===== src/logic/aisu_map.svh =====
`ifndef AISU_MAP_SVH
`define AISU_MAP_SVH

// instruction word fields
`define AISU_IW_W          14
`define AISU_FADDR_LSB     0
`define AISU_FADDR_W       7
`define AISU_DEST_POS      7
`define AISU_BSEL_LSB      7
`define AISU_PSEL_POS      6
`define AISU_PLIT_W        6

// opcode patterns, top six bits unless noted
`define AISU_OPC_ADD_IMM   6'h3e
`define AISU_OPC_AND_IMM   6'h39
`define AISU_OPC_ADD_REG   6'h07
`define AISU_OPC_AND_REG   6'h05
`define AISU_OPC_ADDC_REG  6'h3d
`define AISU_OPC_ASR       6'h37
`define AISU_OPC_RET_LIT   6'h34
`define AISU_OPC_PTR_ADD   7'h62
`define AISU_OPC_BCLR      4'h4
`define AISU_OPC_BRANCH    5'h19
`define AISU_OPC_CALL      3'h4
`define AISU_OPC_GOTO      3'h5
`define AISU_OPC_RET_GRP   12'h002

// register port map
`define AISU_ADDR_W        8
`define AISU_A_ACC         8'h80
`define AISU_A_FLAGS       8'h81
`define AISU_A_PTR0_LO     8'h82
`define AISU_A_PTR0_HI     8'h83
`define AISU_A_PTR1_LO     8'h84
`define AISU_A_PTR1_HI     8'h85
`define AISU_A_CORE        8'h86

// flag bit positions in the flag register
`define AISU_FLAG_C        0
`define AISU_FLAG_DC       1
`define AISU_FLAG_Z        2

// reset values
`define AISU_RST_ACC       8'h00
`define AISU_RST_PTR       16'h0000

`endif


===== src/logic/aisu_pkg.sv =====
`default_nettype none

package aisu_pkg;

  typedef struct packed {
    logic z;
    logic dc;
    logic c;
  } aisu_flags_t;

  typedef enum logic [9:0] {
    OP_NONE     = 10'b00_0000_0001,
    OP_PTR_ADD  = 10'b00_0000_0010,
    OP_ADD_IMM  = 10'b00_0000_0100,
    OP_AND_IMM  = 10'b00_0000_1000,
    OP_ADD_REG  = 10'b00_0001_0000,
    OP_AND_REG  = 10'b00_0010_0000,
    OP_ADDC_REG = 10'b00_0100_0000,
    OP_ASR      = 10'b00_1000_0000,
    OP_BCLR     = 10'b01_0000_0000,
    OP_CTRL     = 10'b10_0000_0000
  } aisu_op_t;

  typedef enum logic [1:0] {
    ST_RUN   = 2'b01,
    ST_FLUSH = 2'b10
  } aisu_state_t;

endpackage : aisu_pkg

`default_nettype wire


===== src/logic/aisu_regfile.sv =====
`timescale 1ns/100ps
`default_nettype none

module aisu_regfile #(
  parameter int DEPTH = 128,
  parameter int AW    = 7
) (
  input  wire logic          clk,
  // write port
  input  wire logic          we,
  input  wire logic [AW-1:0] waddr,
  input  wire logic [7:0]    wdata,
  // execution read
  input  wire logic [AW-1:0] xaddr,
  output logic      [7:0]    xdata,
  // software read
  input  wire logic [AW-1:0] baddr,
  output logic      [7:0]    bdata
);

  // contents are undefined after reset, as in a real data memory
  logic [7:0] mem [DEPTH];

  always_ff @(posedge clk) begin
    if (we) begin
      mem[waddr] <= wdata;
    end
  end

  assign xdata = mem[xaddr];
  assign bdata = mem[baddr];

endmodule : aisu_regfile

`default_nettype wire


===== src/logic/aisu_pointer.sv =====
`timescale 1ns/100ps
`default_nettype none

`include "aisu_map.svh"

module aisu_pointer #(
  parameter int LW = `AISU_PLIT_W
) (
  input  wire logic          clk,
  input  wire logic          rst_n,
  // literal add from execution
  input  wire logic          add_en,
  input  wire logic [LW-1:0] lit,
  // software byte writes
  input  wire logic          wr_lo,
  input  wire logic          wr_hi,
  input  wire logic [7:0]    wdata,
  // current value
  output logic      [15:0]   value
);

  logic [15:0] ext;

  // sign extension of the short literal
  assign ext = {{(16 - LW){lit[LW-1]}}, lit};

  always_ff @(posedge clk or negedge rst_n) begin
    if (!rst_n) begin
      value <= `AISU_RST_PTR;
    end else if (add_en) begin
      // 16-bit sum drops the carry, so the pointer simply wraps
      value <= value + ext;
    end else if (wr_lo) begin
      value[7:0] <= wdata;
    end else if (wr_hi) begin
      value[15:8] <= wdata;
    end
  end

endmodule : aisu_pointer

`default_nettype wire


===== src/logic/aisu_core.sv =====
// Implementation choices: the register offsets and the strobed register port.
`timescale 1ns/100ps
`default_nettype none

`include "aisu_map.svh"

module aisu_core #(
  parameter int DEPTH = 128
) (
  // clock and reset
  input  wire logic                        CLOCK,
  input  wire logic                        RST_N,
  // instruction issue
  input  wire logic [`AISU_IW_W-1:0]       INSTR_WORD,
  input  wire logic                        INSTR_VALID,
  output logic                             BUSY,
  output logic                             RETIRED,
  // register port
  input  wire logic [`AISU_ADDR_W-1:0]     BUS_ADDR,
  input  wire logic [7:0]                  BUS_WDATA,
  input  wire logic                        BUS_WR,
  input  wire logic                        BUS_RD,
  output logic      [7:0]                  BUS_RDATA,
  // architectural state
  output logic      [7:0]                  ACC,
  output aisu_pkg::aisu_flags_t            FLAGS
);

  import aisu_pkg::*;

  aisu_state_t state;
  aisu_state_t next_state;
  aisu_op_t    op;
  logic        take;

  logic [6:0]  faddr;
  logic        dest_file;
  logic [2:0]  bsel;
  logic [7:0]  lit8;
  logic [7:0]  fval;
  logic [7:0]  bus_fval;

  logic [7:0]  opnd_b;
  logic        cin;
  logic [8:0]  sum9;
  logic [4:0]  sum5;

  logic [7:0]  result;
  logic        to_file;
  logic        to_acc;
  logic        upd_c;
  logic        upd_dc;
  logic        upd_z;
  logic        new_c;

  logic        x_we;
  logic [7:0]  x_wdata;
  logic        rf_we;
  logic [6:0]  rf_waddr;
  logic [7:0]  rf_wdata;

  logic        bus_file;
  logic [1:0]  ptr_add;
  logic [1:0]  ptr_wr_lo;
  logic [1:0]  ptr_wr_hi;
  logic [15:0] ptr_val [2];

  logic [7:0]  next_rdata;

  // instruction fields
  assign faddr     = INSTR_WORD[`AISU_FADDR_LSB +: `AISU_FADDR_W];
  assign dest_file = INSTR_WORD[`AISU_DEST_POS];
  assign bsel      = INSTR_WORD[`AISU_BSEL_LSB +: 3];
  assign lit8      = INSTR_WORD[7:0];

  // a word offered during the idle second cycle is not taken
  assign take = INSTR_VALID && (state == ST_RUN);

  always_comb begin
    op = OP_NONE;
    if (INSTR_WORD[13:7] == `AISU_OPC_PTR_ADD) begin
      op = OP_PTR_ADD;
    end else if (INSTR_WORD[13:8] == `AISU_OPC_ADD_IMM) begin
      op = OP_ADD_IMM;
    end else if (INSTR_WORD[13:8] == `AISU_OPC_AND_IMM) begin
      op = OP_AND_IMM;
    end else if (INSTR_WORD[13:8] == `AISU_OPC_ADD_REG) begin
      op = OP_ADD_REG;
    end else if (INSTR_WORD[13:8] == `AISU_OPC_AND_REG) begin
      op = OP_AND_REG;
    end else if (INSTR_WORD[13:8] == `AISU_OPC_ADDC_REG) begin
      op = OP_ADDC_REG;
    end else if (INSTR_WORD[13:8] == `AISU_OPC_ASR) begin
      op = OP_ASR;
    end else if (INSTR_WORD[13:10] == `AISU_OPC_BCLR) begin
      op = OP_BCLR;
    end else if (INSTR_WORD[13:9] == `AISU_OPC_BRANCH ||
                 INSTR_WORD[13:11] == `AISU_OPC_CALL ||
                 INSTR_WORD[13:11] == `AISU_OPC_GOTO ||
                 INSTR_WORD[13:8] == `AISU_OPC_RET_LIT ||
                 INSTR_WORD[13:2] == `AISU_OPC_RET_GRP) begin
      op = OP_CTRL;
    end
  end

  // shared adder: one 9-bit sum and a 5-bit low nibble sum
  always_comb begin
    opnd_b = fval;
    cin    = 1'b0;
    if (op == OP_ADD_IMM) begin
      opnd_b = lit8;
    end
    if (op == OP_ADDC_REG) begin
      cin = FLAGS.c;
    end
  end

  assign sum9 = {1'b0, ACC} + {1'b0, opnd_b} + {8'h00, cin};
  assign sum5 = {1'b0, ACC[3:0]} + {1'b0, opnd_b[3:0]} + {4'h0, cin};

  // result, destination and which flags move
  always_comb begin
    result  = 8'h00;
    to_file = 1'b0;
    to_acc  = 1'b0;
    upd_c   = 1'b0;
    upd_dc  = 1'b0;
    upd_z   = 1'b0;
    new_c   = sum9[8];
    unique case (op)
      OP_ADD_IMM: begin
        result = sum9[7:0];
        to_acc = 1'b1;
        upd_c  = 1'b1;
        upd_dc = 1'b1;
        upd_z  = 1'b1;
      end
      OP_AND_IMM: begin
        result = ACC & lit8;
        to_acc = 1'b1;
        upd_z  = 1'b1;
      end
      OP_ADD_REG, OP_ADDC_REG: begin
        result  = sum9[7:0];
        to_file = dest_file;
        to_acc  = !dest_file;
        upd_c   = 1'b1;
        upd_dc  = 1'b1;
        upd_z   = 1'b1;
      end
      OP_AND_REG: begin
        result  = ACC & fval;
        to_file = dest_file;
        to_acc  = !dest_file;
        upd_z   = 1'b1;
      end
      OP_ASR: begin
        result  = {fval[7], fval[7:1]};
        new_c   = fval[0];
        to_file = dest_file;
        to_acc  = !dest_file;
        upd_c   = 1'b1;
        upd_z   = 1'b1;
      end
      OP_BCLR: begin
        // only the selected bit drops; flags stay as they are
        result  = fval & ~(8'h01 << bsel);
        to_file = 1'b1;
      end
      OP_PTR_ADD, OP_CTRL, OP_NONE: begin
        result = 8'h00;
      end
    endcase
  end

  // execution write to the file
  assign x_we    = take && to_file;
  assign x_wdata = result;

  // execution owns the write port; a software write in the same
  // cycle is dropped rather than stalling the instruction stream
  assign bus_file = (BUS_ADDR[7] == 1'b0);
  assign rf_we    = x_we || (BUS_WR && bus_file);
  assign rf_waddr = x_we ? faddr : BUS_ADDR[6:0];
  assign rf_wdata = x_we ? x_wdata : BUS_WDATA;

  aisu_regfile #(
    .DEPTH (DEPTH),
    .AW    (7)
  ) u_file (
    .clk   (CLOCK),
    .we    (rf_we),
    .waddr (rf_waddr),
    .wdata (rf_wdata),
    .xaddr (faddr),
    .xdata (fval),
    .baddr (BUS_ADDR[6:0]),
    .bdata (bus_fval)
  );

  // pointer pair: add from execution, byte writes from software
  genvar gi;
  generate
    for (gi = 0; gi < 2; gi++) begin : g_ptr
      assign ptr_add[gi] = take && (op == OP_PTR_ADD) &&
                           (INSTR_WORD[`AISU_PSEL_POS] == gi[0]);
      assign ptr_wr_lo[gi] = BUS_WR && (BUS_ADDR == (`AISU_A_PTR0_LO + 8'(2 * gi)));
      assign ptr_wr_hi[gi] = BUS_WR && (BUS_ADDR == (`AISU_A_PTR0_HI + 8'(2 * gi)));

      aisu_pointer #(
        .LW (`AISU_PLIT_W)
      ) u_ptr (
        .clk    (CLOCK),
        .rst_n  (RST_N),
        .add_en (ptr_add[gi]),
        .lit    (INSTR_WORD[`AISU_PLIT_W-1:0]),
        .wr_lo  (ptr_wr_lo[gi]),
        .wr_hi  (ptr_wr_hi[gi]),
        .wdata  (BUS_WDATA),
        .value  (ptr_val[gi])
      );
    end
  endgenerate

  // accumulator
  always_ff @(posedge CLOCK or negedge RST_N) begin
    if (!RST_N) begin
      ACC <= `AISU_RST_ACC;
    end else if (take && to_acc) begin
      ACC <= result;
    end else if (BUS_WR && BUS_ADDR == `AISU_A_ACC) begin
      ACC <= BUS_WDATA;
    end
  end

  // flags: untouched by pointer add and bit clear
  always_ff @(posedge CLOCK or negedge RST_N) begin
    if (!RST_N) begin
      FLAGS <= '0;
    end else if (take && (upd_c || upd_dc || upd_z)) begin
      if (upd_c) begin
        FLAGS.c <= new_c;
      end
      if (upd_dc) begin
        FLAGS.dc <= sum5[4];
      end
      if (upd_z) begin
        FLAGS.z <= (result == 8'h00);
      end
    end else if (BUS_WR && BUS_ADDR == `AISU_A_FLAGS) begin
      FLAGS.c  <= BUS_WDATA[`AISU_FLAG_C];
      FLAGS.dc <= BUS_WDATA[`AISU_FLAG_DC];
      FLAGS.z  <= BUS_WDATA[`AISU_FLAG_Z];
    end
  end

  // second cycle of a control transfer is an idle slot
  always_comb begin
    next_state = state;
    unique case (state)
      ST_RUN: begin
        if (take && op == OP_CTRL) begin
          next_state = ST_FLUSH;
        end
      end
      ST_FLUSH: begin
        next_state = ST_RUN;
      end
      default: begin
        next_state = ST_RUN;
      end
    endcase
  end

  always_ff @(posedge CLOCK or negedge RST_N) begin
    if (!RST_N) begin
      state <= ST_RUN;
      BUSY  <= 1'b0;
    end else begin
      state <= next_state;
      BUSY  <= (next_state == ST_FLUSH);
    end
  end

  always_ff @(posedge CLOCK or negedge RST_N) begin
    if (!RST_N) begin
      RETIRED <= 1'b0;
    end else begin
      RETIRED <= take;
    end
  end

  // software read mux, registered one cycle later
  always_comb begin
    next_rdata = 8'h00;
    if (bus_file) begin
      next_rdata = bus_fval;
    end else begin
      unique case (BUS_ADDR)
        `AISU_A_ACC:     next_rdata = ACC;
        `AISU_A_FLAGS:   next_rdata = {5'h00, FLAGS.z, FLAGS.dc, FLAGS.c};
        `AISU_A_PTR0_LO: next_rdata = ptr_val[0][7:0];
        `AISU_A_PTR0_HI: next_rdata = ptr_val[0][15:8];
        `AISU_A_PTR1_LO: next_rdata = ptr_val[1][7:0];
        `AISU_A_PTR1_HI: next_rdata = ptr_val[1][15:8];
        `AISU_A_CORE:    next_rdata = {7'h00, BUSY};
        default:         next_rdata = 8'h00;
      endcase
    end
  end

  // data stand only in the cycle after the read strobe
  always_ff @(posedge CLOCK or negedge RST_N) begin
    if (!RST_N) begin
      BUS_RDATA <= 8'h00;
    end else if (BUS_RD) begin
      BUS_RDATA <= next_rdata;
    end else begin
      BUS_RDATA <= 8'h00;
    end
  end

endmodule : aisu_core

`default_nettype wire


===== config.mk =====
export PLATFORM = sky130hd
export DESIGN_NAME = aisu_core
export DESIGN_NICKNAME = d
export VERILOG_FILES = /design/src/logic/aisu_pkg.sv /design/src/logic/aisu_regfile.sv /design/src/logic/aisu_pointer.sv /design/src/logic/aisu_core.sv
export VERILOG_INCLUDE_DIRS = /design/src /design/src/logic
export SDC_FILE = /design/constraint.sdc
export NUM_CORES = 2
export LEC_CHECK = 0
export ABC_CLOCK_PERIOD_IN_PS = 9530
export BUFFER_PORTS_ARGS = -buffer_cell sky130_fd_sc_hd__buf_2
export CAP_MARGIN = 20
export CORE_AREA = 5 5 317 319
export DETAILED_ROUTE_END_ITERATION = 6
export DIE_AREA = 0 0 322 324
export GPL_TIMING_DRIVEN = 0
export PLACE_DENSITY_LB_ADDON = 0.3
export SLEW_MARGIN = 20
export SYNTH_ARGS = -nofsm -noshare
export SYNTH_HDL_FRONTEND = slang
export SYNTH_HIERARCHICAL = 1
export SYNTH_SLANG_ARGS = --single-unit

===== constraint.sdc =====
create_clock -name CLOCK -period 9.53 [get_ports CLOCK]
set_input_delay 0.953 -clock CLOCK [delete_from_list [all_inputs] [get_ports CLOCK]]
set_output_delay 0.953 -clock CLOCK [all_outputs]
set_load 0.02 [all_outputs]

## After elaboration in Yosys (flattened, before gate mapping)

Memories as Yosys holds them, arrays and structs flattened.
Index checks and enable logic that the tools add are counted.

- Output and inout port bits: 21
- Memories kept: 1
- Bits in writable memories: 1,024
- Bits in registers: 55
- Bits of input ports: 35

- Reductions and logical operators: 41
- Shift-type cells: 1
- Mux-type cells: 42
- Bitwise operators: 6
- Equality and inequality tests: 37
- $add $sub $neg: 6

Memory list:

| name | depth | bits a word | rd ports | clocked after memory_dff | wr ports | RTL line | text |
|---|---|---|---|---|---|---|---|
| u_file.mem | 128 | 8 | 2 | 0 | 1 | aisu_regfile.sv:22 | `logic [7:0] mem [DEPTH];` |

Operators with widths:

| cell | number |
|---|---|
| two-way mux 8 bit | 12 |
| two-way mux 10 bit | 9 |
| == test 8 bit (second input constant) | 7 |
| one-hot mux 8 bit (7 select lines) | 1 |
| one-hot mux 8 bit (6 select lines) | 1 |
| adder 16 bit | 2 |
| two-way mux 16 bit | 2 |
| == test 6 bit (second input constant) | 5 |
| AND 8 bit | 3 |
| logical AND 1 bit | 15 |
| == test 12 x 2 -> 1 bit (second input constant) | 1 |
| == test 6 x 3 -> 1 bit (second input constant) | 2 |
| nonzero test 2 bit | 6 |
| == test 10 x 1 -> 1 bit (second input constant) | 1 |
| == test 10 bit (second input constant) | 1 |
| == test 10 x 2 -> 1 bit (second input constant) | 1 |
| == test 10 x 3 -> 1 bit (second input constant) | 1 |
| == test 10 x 4 -> 1 bit (second input constant) | 1 |
| == test 10 x 5 -> 1 bit (second input constant) | 1 |
| == test 10 x 6 -> 1 bit (second input constant) | 1 |
| == test 10 x 7 -> 1 bit (second input constant) | 1 |
| == test 10 x 8 -> 1 bit (second input constant) | 1 |
| == test 10 x 9 -> 1 bit (second input constant) | 1 |
| two-way mux 1 bit | 10 |
| other kinds (27) | 47 |

## Depth between registers and ports, before layout

- Depth after elaboration: 22
- Depth in mapped cells: 17
- Gate-level depth less buffers: 14

## Cells and area by module

The synthesis kept the hierarchy.

By module, submodules not included:

| module | area each (µm²) | times used | seq. area each (µm²) | cells an instance |
|---|---|---|---|---|
| aisu_regfile | 47,528.1 | 1 | 30,749.5 | 2,047 |
| aisu_core | 2,544.9 | 1 | 576.8 | 302 |
| aisu_pointer (g_ptr[0].u_ptr) | 1,551.5 | 1 | 400.4 | 178 |
| aisu_pointer (g_ptr[1].u_ptr) | 1,511.4 | 1 | 400.4 | 165 |

## Least setup slack after synthesis

Ideal clock, no wire load.

- Path type: input port to flip-flop
- Start point: input port INSTR_WORD[0]
- End point: memory u_file.mem[0][6] (data pin)
- Buffers on the path: 2
- Stages on the path: 15
- Path slack: -0.114 ns
- Data arrival time: 8.752 ns
- Required time: 8.638 ns
- Cell sequence: clkbuf_1 -> buf_1 -> mux4_2 -> mux4_2 -> mux4_2 -> mux2_2 -> mux2_2 -> fa_1 -> fa_1 -> a211oi_1 -> nor2_1 -> o31ai_1 -> xnor2_1 -> a21oi_1 -> a21oi_1

- Word-level cells in the longest chain between the ends: 6
- Elaborated cells between the ends (all ways): 8
- Classes of those cells: add/sub (2); mux (3); bitwise (2); memory (1)

RTL lines:

| item | RTL line | text |
|---|---|---|
| from (decl) | aisu_core.sv:14 | `` input wire logic [`AISU_IW_W-1:0] INSTR_WORD, `` |
| memory read (128 x 8 bit) | - |  |
| net fval[0] | aisu_core.sv:40 | `logic [7:0] fval;` |
| two-way mux 8 bit | aisu_core.sv:110 | `if (op == OP_ADD_IMM) begin` |
| adder 8 x 8 -> 9 bit | aisu_core.sv:118 | `assign sum9 = {1'b0, ACC} + {1'b0, opnd_b} + {8'h00, cin};` |
| adder 9 x 1 -> 9 bit | aisu_core.sv:118 |  |
| one-hot mux 8 bit (6 select lines) | aisu_core.sv:130 | `unique case (op)` |
| two-way mux 8 bit | aisu_core.sv:185 | `assign rf_wdata = x_we ? x_wdata : BUS_WDATA;` |
| net rf_wdata[6] | aisu_core.sv:60 | `logic [7:0] rf_wdata;` |
| to (decl) | aisu_regfile.sv:22 |  |

The timed path passes the listed nets, and every way through them passes these cells.

## Final worst setup path

- Start point: input port INSTR_WORD[2]
- End point: memory u_file.mem[90][4] (data pin)

The elaborated chain is that of the path after synthesis.

==> flow_metrics.tcl <==
set metrics [dict create \
    status "complete, but fails checks" \
    violations "design-rule violations" \
    syn_inst 2692 \
    synth.area.mux_share_pct 30.2 \
    clock_sinks 1079 \
    num-fill-cells 6805 \
    synth_most_common_cell "edfxtp_1" \
    initial_utilization_pct 54.5 \
    path_class "in2reg" \
    cts_buffer_depth 3 \
    cp_max_fo 30 \
    pwr-share-seq_pct 49.4 \
    drive_gt1_share_pct 35.9 \
    p_sw_uw 2610 \
    placedCellCount 4056 \
    cap_violations 0 \
    synthTopCellsByArea "edfxtp_1, mux4_2, dfrtp_1" \
    grt.total_usage_pct 30.9 \
    min_period_over_period_pct 83.1 \
    rows 115 \
    p_comb_share_pct 12.2 \
    area_growth_pct 11.4 \
    cts_setup_buffers 0 \
    clock_latency_ps 710 \
    cp.depth 18 \
    multi_input_area_um2 20200 \
    dr_total_vias 31586 \
    yosysWarnings 6 \
    ys_seq_area_share_pct 60.5 \
    synth_top_area_share_pct 57.9 \
    crit_chain "buf_2, clkbuf_1, clkbuf_1, mux4_2, mux4_2, mux4_2, mux2_2, mux2_2, fa_1, fa_1, a21o_1, a21oi_1, xnor2_1, a221oi_1, a21oi_4, buf_16, buf_16, buf_16" \
    die_area_um2 104000 \
    setup_viol 0 \
    rsz0062_at_grt "false" \
    synth-compound-area-share_pct 2.88 \
    io_buffers 51 \
    synthSimpleGateAreaFrac_pct 3.16 \
    numCtsBuffers 110 \
    first_pass_iters 7 \
    critPathRequiredTime_ps 9950 \
    synth_edf_count 1024 \
    fin_crit_ps 7920 \
    max_stage_delay_ps 900 \
    reg2reg_depth 15 \
    path_delay_family "buffers and inverters" \
    synth_largest_area_cell "edfxtp_1" \
    synth_commonest_cells "edfxtp_1, mux4_2, nor2_1" \
    min_path_type "in2async" \
    cts_htree_levels 3 \
    critPathCapture "u_file/mem[90][4]$_DFFE_PP_" \
    die_h_um 324 \
    place_hpwl_um 117000 \
    cts_tree "done" \
    synth_top_family_by_area "multiplexers" \
    tightestPinTransition_ps 1290 \
    antenna_found_initial 12 \
    grt_pass1_vias 31663 \
    seq_area_um2 32100 \
    ir_drop_mv 0.156 \
    slew_headroom_pct 13.9 \
    r2r_end "u_file/mem[90][4]$_DFFE_PP_" \
    drcViolationCount 20 \
    rr_startpoint "u_file/mem[127][0]$_DFFE_PP_" \
    syn_area_um2 53100 \
    path_buf_inv 6 \
    num_io_pins 56 \
    maxSlewViolCount 0 \
    routed_wirelength_um 161000 \
    drt_iter0_markers 4852 \
    cts-root-buf "clkbuf_16" \
    cts-resized-gates 0 \
    die_w_um 322 \
    fin_cells 4260 \
    hold_buffers 0 \
    p_clk_share_pct 38.5 \
    synth_area_per_cell_um2 19.7 \
    syn_nets 2768 \
    power.leakage_uw 0.0188 \
    synthArstFlopShare_pct 5.10 \
    swShare_pct 24.4 \
    yosys.cell_types.count 80 \
    worst_setup_path_start_kind "input port" \
    slowest_stage "clkbuf_1" \
    crit_arrival_ps 8340 \
    crit_start "INSTR_WORD[2]" \
    layout.nets 2957 \
    route.met2.wl_um 76200 \
    hold_violations 0 \
    grt_max_degree 113 \
    total_power_uw 10700 \
    wl_met3_um 22300 \
    overflow 0 \
    p_int_uw 8110 \
    post_drt_wl_per_cell_um 37.9 \
    ant_nets 0 \
    synth_fa_ha_area_share_pct 1.02 \
    coreArea_um2 97600 \
    crit_path_end_kind "register" \
    r2r_slack_ps 3350 \
    wl_met1_um 53000 \
    powerDensity_nw_per_um2 181 \
    viasPerCell 7.41 \
    clk_pin_slew_ps 60 \
    ys_ff_latch 1079 \
    grt_pass1_wl_um 229000 \
    synthXorXnorAreaFrac_pct 0.412 \
    synth_flop_cell "edfxtp_1" \
    maxClockFrequency_mhz 126 \
    final.setup_skew_ps 43.3 \
    dr.max_layer_used "met5" \
    gp_congestion 1.03 \
]
-- logic make-up after synthesis --
kind of cell	count (synthesis)
buffers and inverters	212
AO/OA/AOI/OAI	217
AND/OR/NAND/NOR	360
flip-flops	1079
multiplexers	758
XOR/XNOR	25
adder cells (fa/ha/maj)	41
-- metrics by stage --
stage | setup TNS (ps) | hold slack, ps | cell area [um^2] | util (%) | setup WS [ps]
after CTS | 0 | 339 | 59200 | 60.7 | 1840
after detailed placement | 0 | 552 | 55800 | 57.2 | 1090
after global placement | -2489130 | 523 | 55000 | 56.4 | -6170
after floorplan | 0 | 494 | 53100 | - | 56.0
final | 0 | 316 | 59200 | 60.7 | 1610
after global routing | 0 | 387 | 59200 | 60.7 | 1680
-- cell type report --
type,instances,area share [%]
sequential,1079,54.3
multi-input combinational,1401,34.1
clock buffer,142,4.93
tap,1287,2.72
buffer,199,1.59
timing repair buffer,77,1.44
clock inverter,61,0.829
inverter,13,0.0825
antenna,1,0.00423
-- registers in the layout, indices dropped and copies added, names as in the netlist --
| register | count |
|---|---|
| BUS_RDATA | 8 |
| g_ptr.u_ptr/value | 32 |
| u_file/mem | 1024 |
| FLAGS | 3 |
| state | 2 |
| ACC | 8 |
| BUSY | 1 |
| RETIRED | 1 |
-- cell usage in the layout (no fill, tap or decap), types with 7 or more instances in the layout --
master	Yosys	final
a211oi_1	11	11
a21boi_0	8	8
a21o_1	14	14
a21oi_1	45	41
a31oi_1	13	13
buf_1	39	37
buf_16	0	19
buf_2	38	89
buf_4	31	36
bufinv_16	0	7
clkbuf_1	89	107
clkbuf_16	0	112
clkbuf_2	0	13
clkinv_1	1	30
clkinv_2	0	17
dfrtp_1	54	54
edfxtp_1	1024	1024
ha_1	37	37
inv_1	11	11
mux2_2	52	48
mux2i_1	34	34
mux4_2	672	672
nand2_1	72	72
nand2b_1	7	7
nand3_1	21	21
nand4_1	9	9
nor2_1	169	168
nor2b_1	17	17
nor3_1	17	8
nor3_2	2	11
nor4_1	7	7
o211ai_1	10	10
o21ai_0	42	42
xnor2_1	14	14
xor2_1	11	11
-- worst min-delay path by stage --
stage	from	to	slack [ps]	depth (start not counted)
after floorplan	state[1]$_DFF_PN0_	BUSY$_DFF_PN0_	490	2
after global placement	state[1]$_DFF_PN0_	BUSY$_DFF_PN0_	520	2
after detailed placement	state[1]$_DFF_PN0_	BUSY$_DFF_PN0_	550	2
after CTS	RST_N	g_ptr[0].u_ptr/value[8]$_DFFE_PN0P_	340	1
after global routing	RST_N	BUSY$_DFF_PN0_	390	1
final	RST_N	BUSY$_DFF_PN0_	320	1
-- power groups by stage --
stage	logic (uW)	clock network, uW	registers [uW]
4_1_cts	1270	4170	5300
2_1_floorplan	771	0	5400
6_report	1300	4130	5300
3_5_place_dp	1270	0	5400
5_1_grt	1350	4370	5300
3_3_place_gp	1190	0	5420
-- per-layer routing --
metal  GRT usage, %  up-vias
li1               -    12072
met1           39.6    16457
met2           49.1     2567
met3           9.63      482
met4           14.8        8
met5              0        -
Power figures use the tool's default switching activity.
